`src/common/arxad_pkg.sv`:
```
/*
 Constants for the asynchronous receiver with address detection:
 register offsets, bit positions, reset values and timing counts.
 Assumes an 8-bit register port with registers at small indices.
*/
package arxad_pkg;
    // ****************************************
    // Register offsets (chosen)
    // ****************************************
    localparam logic [3:0] OFS_RX_STATUS_CTRL = 4'h0;
    localparam logic [3:0] OFS_RX_DATA = 4'h1;
    localparam logic [3:0] OFS_TX_STATUS_CTRL = 4'h2;
    localparam logic [3:0] OFS_BAUD_CTRL = 4'h3;
    localparam logic [3:0] OFS_BAUD_DIV_LO = 4'h4;
    localparam logic [3:0] OFS_BAUD_DIV_HI = 4'h5;
    localparam logic [3:0] OFS_IRQ_EN_ONE = 4'h6;
    localparam logic [3:0] OFS_IRQ_FLAG_ONE = 4'h7;
    // ****************************************
    // Receive status and control bits
    // ****************************************
    localparam int BIT_PORT_ENABLE = 7;
    localparam int BIT_RX_NINE_BIT_EN = 6;
    localparam int BIT_RX_CONTINUOUS_EN = 4;
    localparam int BIT_ADDR_DETECT_EN = 3;
    localparam int BIT_FRAME_ERR = 2;
    localparam int BIT_OVERRUN_ERR = 1;
    localparam int BIT_RX_BIT8 = 0;
    // ****************************************
    // Other register bits
    // ****************************************
    localparam int BIT_SYNC_MODE = 4;
    localparam int BIT_BAUD_HIGH_SPEED = 2;
    localparam int BIT_RX_IDLE = 6;
    localparam int BIT_BAUD_WIDE_DIV = 3;
    localparam int BIT_RX_IRQ_EN = 5;
    localparam int BIT_RX_PENDING = 5;
    // ****************************************
    // Reset values and timing
    // ****************************************
    localparam logic [7:0] RST_BYTE = 8'h00;
    localparam logic [3:0] OVERSAMPLE = 4'hf;
    localparam logic [3:0] MID_BIT = 4'h7;
    localparam logic [3:0] VOTE_A = 4'h6;
    localparam logic [3:0] VOTE_B = 4'h8;
    localparam int FIFO_DEPTH = 2;
endpackage

```
`src/arxad_receiver.sv`:
```
/*
 Asynchronous serial receiver with nine-bit address detection,
 two-character receive FIFO, overrun/framing flags and baud divider.
 The receiver hunts for a falling edge, checks the start bit at its
 centre, votes three samples around each data bit centre and hands
 the character over at the centre of the stop bit, so a following
 start edge right after the stop bit is never missed.

 Assumes RX_IN synchronous to REF_CLK and a single-cycle register port.
 Assumes software keeps the register order of the set-up sequence:
 divider and speed selects first, then port enable, then continuous
 enable. Changing the divider mid-character distorts that character.
 Address filtering works on the ninth bit only, so software is
 expected to select nine-bit reception whenever it uses it.
*/
`timescale 1ns/100ps
module arxad_receiver
    import arxad_pkg::*;
#(
    parameter int DEPTH = FIFO_DEPTH
) (
    // Clock and reset
    input wire logic REF_CLK,
    input wire logic RST,
    // Serial line
    input wire logic RX_IN,
    // Register port
    input wire logic [3:0] ADDR,
    input wire logic [7:0] WDATA,
    input wire logic WR,
    input wire logic RD,
    output logic [7:0] RDATA,
    // Interrupt request
    output logic RX_IRQ
);
    typedef enum {ST_IDLE, ST_START, ST_DATA, ST_STOP} arxad_state_type;

    // ****************************************
    // Register file
    // ****************************************
    logic [7:0] receive_status_control_q, transmit_status_control_q, bdiv_lo_q, bdiv_hi_q;
    logic bwide_q, irq_en_q;
    logic [7:0] rdata_q;
    logic overrun_err_q;
    logic port_enable, rx_continuous_en, addr_detect_en, rx_nine_bit_en;
    logic rx_on;
    logic pop;
    logic [8:0] head_data;
    logic head_frame_err_flag;
    logic [1:0] count_q;

    assign port_enable = receive_status_control_q[BIT_PORT_ENABLE];
    assign rx_nine_bit_en = receive_status_control_q[BIT_RX_NINE_BIT_EN];
    assign rx_continuous_en = receive_status_control_q[BIT_RX_CONTINUOUS_EN];
    assign addr_detect_en = receive_status_control_q[BIT_ADDR_DETECT_EN];
    assign rx_on = port_enable & ~transmit_status_control_q[BIT_SYNC_MODE] & rx_continuous_en;
    assign pop = RD && ADDR == OFS_RX_DATA && count_q != 2'h0;


    always_ff @(posedge REF_CLK or posedge RST) begin
        if (RST) begin
            receive_status_control_q <= RST_BYTE;
            transmit_status_control_q <= RST_BYTE;
            bdiv_lo_q <= RST_BYTE;
            bdiv_hi_q <= RST_BYTE;
            bwide_q <= 1'b0;
            irq_en_q <= 1'b0;
        end else if (WR) begin
            case (ADDR)
                OFS_RX_STATUS_CTRL: receive_status_control_q <= WDATA;
                OFS_TX_STATUS_CTRL: transmit_status_control_q <= WDATA;
                OFS_BAUD_DIV_LO: bdiv_lo_q <= WDATA;
                OFS_BAUD_DIV_HI: bdiv_hi_q <= WDATA;
                OFS_BAUD_CTRL: bwide_q <= WDATA[BIT_BAUD_WIDE_DIV];
                OFS_IRQ_EN_ONE: irq_en_q <= WDATA[BIT_RX_IRQ_EN];
                default: ;
            endcase
        end
    end

    // ****************************************
    // Baud divider: one tick per sixteenth bit
    // ****************************************
    logic [15:0] div_q, div_top;
    logic [1:0] pre_q, pre_top;
    logic tick;

    assign div_top = bwide_q ? {bdiv_hi_q, bdiv_lo_q} : {8'h00, bdiv_lo_q};
    // Low speed stretches by four so one tick still means 1/16 bit
    assign pre_top = transmit_status_control_q[BIT_BAUD_HIGH_SPEED] ? 2'h0 : 2'h3;
    assign tick = div_q == 16'h0000 && pre_q == 2'h0;


    always_ff @(posedge REF_CLK or posedge RST) begin
        if (RST) begin
            div_q <= 16'h0000;
            pre_q <= 2'h0;
        end else if (!port_enable) begin
            div_q <= 16'h0000;
            pre_q <= 2'h0;
        end else if (div_q != 16'h0000) begin
            div_q <= div_q - 16'h0001;
        end else begin
            div_q <= div_top;
            pre_q <= (pre_q == 2'h0) ? pre_top : pre_q - 2'h1;
        end
    end

    // ****************************************
    // Data recovery
    // ****************************************
    arxad_state_type state_q;
    logic [3:0] os_q, nbits_q;
    logic [8:0] rx_shifter_q;
    logic [2:0] vote_q;
    logic rx_prev_q, majority, push;
    logic [8:0] push_data;
    logic push_frame_err_flag, accept;

    assign majority = (vote_q[0] & vote_q[1]) | (vote_q[0] & RX_IN) |
                      (vote_q[1] & RX_IN);

    always_ff @(posedge REF_CLK or posedge RST) begin
        if (RST) begin
            state_q <= ST_IDLE;
            os_q <= 4'h0;
            nbits_q <= 4'h0;
            rx_shifter_q <= 9'h000;
            vote_q <= 3'h7;
            rx_prev_q <= 1'b1;
            push <= 1'b0;
            push_data <= 9'h000;
            push_frame_err_flag <= 1'b0;
        end else begin
            push <= 1'b0;
            rx_prev_q <= RX_IN;
            if (!rx_on) begin
                state_q <= ST_IDLE;
            end else begin
                case (state_q)
                    ST_IDLE: if (rx_prev_q && !RX_IN) begin
                        state_q <= ST_START;
                        os_q <= 4'h0;
                    end
                    ST_START: if (tick) begin
                        os_q <= os_q + 4'h1;
                        // abandon silently if start not low
                        if (os_q == MID_BIT && RX_IN) begin
                            state_q <= ST_IDLE;
                        end else if (os_q == OVERSAMPLE) begin
                            // Whole start bit, so votes land mid-bit
                            state_q <= ST_DATA;
                            nbits_q <= 4'h0;
                        end
                    end
                    ST_DATA: if (tick) begin
                        os_q <= os_q + 4'h1;
                        if (os_q == VOTE_A) vote_q[0] <= RX_IN;
                        if (os_q == MID_BIT) vote_q[1] <= RX_IN;
                        if (os_q == VOTE_B) begin
                            rx_shifter_q <= {majority, rx_shifter_q[8:1]};
                        end
                        if (os_q == OVERSAMPLE) begin
                            nbits_q <= nbits_q + 4'h1;
                            if (nbits_q == (rx_nine_bit_en ? 4'h8 : 4'h7))
                                state_q <= ST_STOP;
                        end
                    end
                    ST_STOP: if (tick) begin
                        os_q <= os_q + 4'h1;
                        // Stop centre, leaving time for the next edge
                        if (os_q == MID_BIT) begin
                            state_q <= ST_IDLE;
                            push <= 1'b1;
                            // zero stop bit is framing error
                            push_frame_err_flag <= ~RX_IN;
                            push_data <= rx_nine_bit_en ? rx_shifter_q :
                                {1'b0, rx_shifter_q[8:1]};
                        end
                    end
                    default: state_q <= ST_IDLE;
                endcase
            end
        end
    end

    // address mode drops bit-8-zero chars, else all kept until overrun
    // Gated by rx_on so no set can meet the overrun clear
    assign accept = push && rx_on && (!addr_detect_en || push_data[8]) &&
                    !overrun_err_q;


    // ****************************************
    // Two-character FIFO with overrun
    // ****************************************

    logic [9:0] fifo_q [DEPTH];
    logic [1:0] rd_q, wr_q;
    logic full;

    assign full = count_q == 2'(DEPTH);
    assign head_data = fifo_q[rd_q[0]][8:0];
    assign head_frame_err_flag = fifo_q[rd_q[0]][9];

    always_ff @(posedge REF_CLK or posedge RST) begin
        if (RST) begin
            for (int i = 0; i < DEPTH; i++) fifo_q[i] <= 10'h000;
            rd_q <= 2'h0;
            wr_q <= 2'h0;
            count_q <= 2'h0;
        end else if (!port_enable) begin
            rd_q <= 2'h0;
            wr_q <= 2'h0;
            count_q <= 2'h0;
        end else begin
            // two entries; write below full, or when full with a pop
            if (accept && (!full || pop)) begin
                fifo_q[wr_q[0]] <= {push_frame_err_flag, push_data};
                wr_q <= wr_q + 2'h1;
            end
            if (pop) rd_q <= rd_q + 2'h1;
            count_q <= count_q + 2'((accept && (!full || pop)) ? 1 : 0)
                       - 2'(pop ? 1 : 0);
        end
    end

    always_ff @(posedge REF_CLK or posedge RST) begin
        if (RST) begin
            overrun_err_q <= 1'b0;
        end else if (!port_enable || !rx_continuous_en) begin
            overrun_err_q <= 1'b0;
        end else if (accept && full && !pop) begin
            overrun_err_q <= 1'b1;
        end
    end

    // ****************************************
    // Read path, one cycle latency
    // ****************************************
    logic rx_pending_flag;

    // pending while buffer holds a character and rx_on is set
    assign rx_pending_flag = count_q != 2'h0 && rx_on;
    assign RX_IRQ = rx_pending_flag & irq_en_q;

    always_ff @(posedge REF_CLK or posedge RST) begin
        if (RST) begin
            rdata_q <= RST_BYTE;
        end else if (RD) begin
            case (ADDR)
                // ninth bit of head reported here
                OFS_RX_STATUS_CTRL: rdata_q <= {receive_status_control_q[7:3], head_frame_err_flag,
                    overrun_err_q, head_data[8]};
                OFS_RX_DATA: rdata_q <= head_data[7:0];
                OFS_TX_STATUS_CTRL: rdata_q <= transmit_status_control_q;
                OFS_BAUD_CTRL: rdata_q <= {1'b0, state_q == ST_IDLE, 2'h0,
                    bwide_q, 3'h0};
                OFS_BAUD_DIV_LO: rdata_q <= bdiv_lo_q;
                OFS_BAUD_DIV_HI: rdata_q <= bdiv_hi_q;
                OFS_IRQ_EN_ONE: rdata_q <= {2'h0, irq_en_q, 5'h00};
                OFS_IRQ_FLAG_ONE: rdata_q <= {2'h0, rx_pending_flag, 5'h00};
                default: rdata_q <= RST_BYTE;
            endcase
        end
    end
    assign RDATA = rdata_q;
endmodule

```
`config.mk`:
```
export PLATFORM = sky130hd
export DESIGN_NAME = arxad_receiver
export DESIGN_NICKNAME = d
export VERILOG_FILES = /design/src/common/arxad_pkg.sv /design/src/arxad_receiver.sv
export SDC_FILE = /design/constraint.sdc
export NUM_CORES = 1
export LEC_CHECK = 0
export BUFFER_PORTS_ARGS = -buffer_cell sky130_fd_sc_hd__buf_2
export CELL_PAD_IN_SITES_DETAIL_PLACEMENT = 1
export CELL_PAD_IN_SITES_GLOBAL_PLACEMENT = 2
export CORE_UTILIZATION = 45
export DETAILED_ROUTE_END_ITERATION = 6
export PLACE_DENSITY_LB_ADDON = 0.1
export SLEW_MARGIN = 20
export SYNTH_ARGS = -nofsm -noshare
export SYNTH_HDL_FRONTEND = slang
export SYNTH_SLANG_ARGS = --single-unit
```
`constraint.sdc`:
```
create_clock -name REF_CLK -period 5.8 [get_ports REF_CLK]
set_clock_uncertainty 0.15 [all_clocks]
set_input_delay 0.58 -clock REF_CLK [delete_from_list [all_inputs] [get_ports REF_CLK]]
set_output_delay 0.58 -clock REF_CLK [all_outputs]
set_load 0.1 [all_outputs]
```
==> key figures <==
Final layout
  • Synth-to-Final Area Change: 14.06%
  • Cell Count, Final, Fillers Out: 735
  • FF/Latch Area: 2882 um2
  • Commonest cells after routing, fill and taps aside: dfrtp_1, mux2_2, nor2_1, nand2_1, buf_2
  • Multi-input gate area: 2786 um2
  • Commonest non-fill, non-tap cell in the layout: dfrtp_1
  • FILL cells: 1356
  • Final #Nets: 575
  • Ratio of cells with drive above 1 in the final layout: 27.71%
  • # diodes: 0

Route
  • Detailed-route via count: 4129
  • Final Routed Wirelength: 15.24 mm
  • DR DRC count: 0
  • Starting DRC count in detailed routing: 195
  • DR vias/cell: 5.618
  • Drt pass-1 iters: 4
  • Post-DRT Antenna Nets: 0
  • DR WL/cell: 20.73 um

Yosys
  • Cell taking the most area after synthesis: dfrtp_1
  • Synth warn: 0
  • #FFs+latches synth: 115
  • Prevailing post-synth register cell: dfrtp_1
  • Sequential area share after synthesis: 49.13%
  • Post-synth cell types: 65
  • Synthesized area: 5866 um2
  • Post-Syn Nets: 559
  • Top cells by area, synth: dfrtp_1, mux2_2, nor2_1, mux2i_1, mux2_4
  • EDFF count, synth: 0
  • Mean area per synthesized cell: 10.98 um2
  • Yosys top cell area share: 47.78%
  • Syn Inst Count: 534
  • Post-synth ARST share: 100.0%

Clock network
  • CTS tree: built
  • H-Tree Depth: 4
  • CTS max path bufs: 2
  • Num CTS Buffers: 17
  • Worst skew pair latency: 430 ps
  • Hold_buf cts: 0
  • Setup bufs post-CTS: 0
  • Root Buffer: clkbuf_16
  • Resized Gates After CTS: 0
  • Clock slew at reported path FFs: 60 ps
  • Sink Count: 115

Outcome
  • Status: complete, no violations

Pwr
  • Clock share of power: 38.0%
  • Maximum VDD drop: 220.9 uV
  • Total power draw: 2.766 mW
  • Sw power: 953.7 uW
  • Internal power: 1.812 mW
  • Proportion of power drawn by flip-flops and latches: 37.8%
  • Pwr dens: 413.5 nW/um2
  • Lkg Pwr: 3.076 nW
  • Sw Ratio: 34.48%
  • Logic pwr share: 24.2%

Worst setup path
  • Crit Path Class: flip-flop to output port
  • Required time of the critical path: 5070 ps
  • CP endpoint kind: output port
  • CP max FO: 10
  • Critical-path cell list: and3b_1 -> o21ai_0 -> nor2_1 -> buf_2
  • Worst path max stage delay: 580 ps
  • Crit start category: flip-flop
  • Critical Path AT: 2380 ps
  • Critical Path Slowest Stage Cell: dfrtp_1

Global route
  • Initial antenna violation count: 0
  • GRT overflow: 0
  • Tot GR Track Use: 24.72%
  • Global-route wire length before repair: 24.30 mm
  • Vias in the first global route: 4330
  • Largest net degree at the start of global routing: 66

Floorplan
  • Die span in x: 116.2 um
  • Die Area: 13500 um2
  • Die Y: 116.2 um
  • # IOs: 26
  • Core Region: 12670 um2
  • Row Count: 41
  • Initial core utilization: 46.29%

Place
  • Pre-CTS WS: 2394 ps
  • Port buffer count: 25
  • RePlAce Congestion: 0.8853
  • Post-placement cell count: 703
  • Dpl hpwl: 10.35 mm

Timing
  • Slack of the critical path: 2690 ps
  • Setup-failing EPs final: 0
  • Crit path time final: 3110 ps
  • Max-slew violation count: 0
  • Period utilization: 53.61%
  • Max Clock Freq: 321.6 MHz
  • Worst slew pin tran: 956.6 ps
  • Final Hold Viols: 0
  • Rel. slew slack: 36.09%
  • RSZ-0062 raised after global routing: false
  • Total negative slack: 0 ps

Worst hold path
  • Tightest Hold Check Type: input port to async pin

Job
  • Max-Cap Viols: 0
==> per-stage QoR <==
stage | hold WS (ps) | instance area (um2) | utilization (%)
global route | 160.4 | 6690 | 52.80
floorplan | 322.5 | 5866 | -
finish | 101.2 | 6690 | 52.80
global placement | 333.8 | 6097 | 48.12
detailed placement | 343.0 | 6097 | 48.12
CTS | 108.8 | 6690 | 52.80
==> metal layers <==
metal | global-route usage (%) | vias to the layer above | part of all wire, % | routed length (um)
met5 | 0 | - | 0 | 0
li1 | - | 1957 | - | -
met2 | 39.64 | 60 | 48 | 7380
met3 | 4.619 | 21 | 2.8 | 421
met4 | 11.11 | 0 | 2.0 | 301
met1 | 32.73 | 2091 | 47 | 7131
==> cells in the mapped netlist, types with 7 or more instances <==
cell      instances
nand2_1          28
xnor2_1           7
nor2_1           48
inv_1            20
nor3_1           10
mux2_4            9
a21oi_1          18
nand3_1          20
a211oi_1         14
clkbuf_1         24
xor2_1            7
dfrtp_1         112
mux2i_1          15
o21ai_0          14
mux2_2           73
nor2b_1          12
ha_1              8
==> kinds of logic (layout without fill, tap and decap cells) <==
family / count (synthesis) / in the layout / synth area share [%]
buffers and inverters: 50 / 79 / 3.370
adder cells (fa/ha/maj): 9 / 9 / 1.877
AND/OR/NAND/NOR: 159 / 159 / 13.99
multiplexers: 98 / 98 / 19.26
flip-flops: 115 / 115 / 49.13
XOR/XNOR: 14 / 14 / 2.090
AO/OA/AOI/OAI: 89 / 89 / 10.28
==> area by class of cell <==
type	count	area share (%)
clock buffer	18	6.564
multi-input combinational	369	41.65
clock inverter	14	2.300
sequential	115	43.07
inverter	21	1.216
tap	172	3.217
timing repair buffer	26	1.982
==> sequential cells by signal (all words and copies together) (netlist names) <==
signal	cells
transmit_status_control_q	8
wr_q	1
bdiv_lo_q	8
receive_status_control_q	5
bdiv_hi_q	8
rx_shifter_q	9
push_frame_err_flag	1
rd_q	1
irq_en_q	1
vote_q	2
RDATA	8
rx_prev_q	1
count_q	2
nbits_q	4
push	1
overrun_err_q	1
push_data	9
pre_q	2
os_q	4
div_q	16
state_q	2
fifo_q	20
bwide_q	1
==> worst max-delay path, delay by kind of cell, from the launching register on <==
kind	cells	cell delay, ps
buffers and inverters	1	440
AOI/OAI and AO/OA	1	310
DFF	1	580
and+or+nand+nor	2	620
==> path summary, 6_finish.rpt <==
path / startpoint / endpoint / slack (ps) / depth (start not counted)
min: RST / push_data[6]$_DFFE_PP0P_ / 100 / 2
min reg2reg: fifo_q[6]$_DFFE_PP0P_ / fifo_q[6]$_DFFE_PP0P_ / 350 / 1
max in group asynchronous: RST / receive_status_control_q[5]$_DFFE_PP0P_ / 4080 / 3
min in group REF_CLK: RX_IN / rx_prev_q$_DFF_PP1_ / 170 / 1
max: receive_status_control_q[7]$_DFFE_PP0P_ / RX_IRQ / 2690 / 4
max reg2reg: receive_status_control_q[7]$_DFFE_PP0P_ / fifo_q[18]$_DFFE_PP0P_ / 2930 / 4
==> power by group through the flow <==
stage	registers, mW	logic, mW	clock network, mW
3_3_place_gp	1.05	0.642	0
4_1_cts	1.04	0.672	1.07
2_1_floorplan	1.03	0.509	0
3_5_place_dp	1.05	0.660	0
5_1_grt	1.06	0.741	1.11
6_report	1.05	0.670	1.05
No activity file was read; power rests on OpenSTA's default activity.
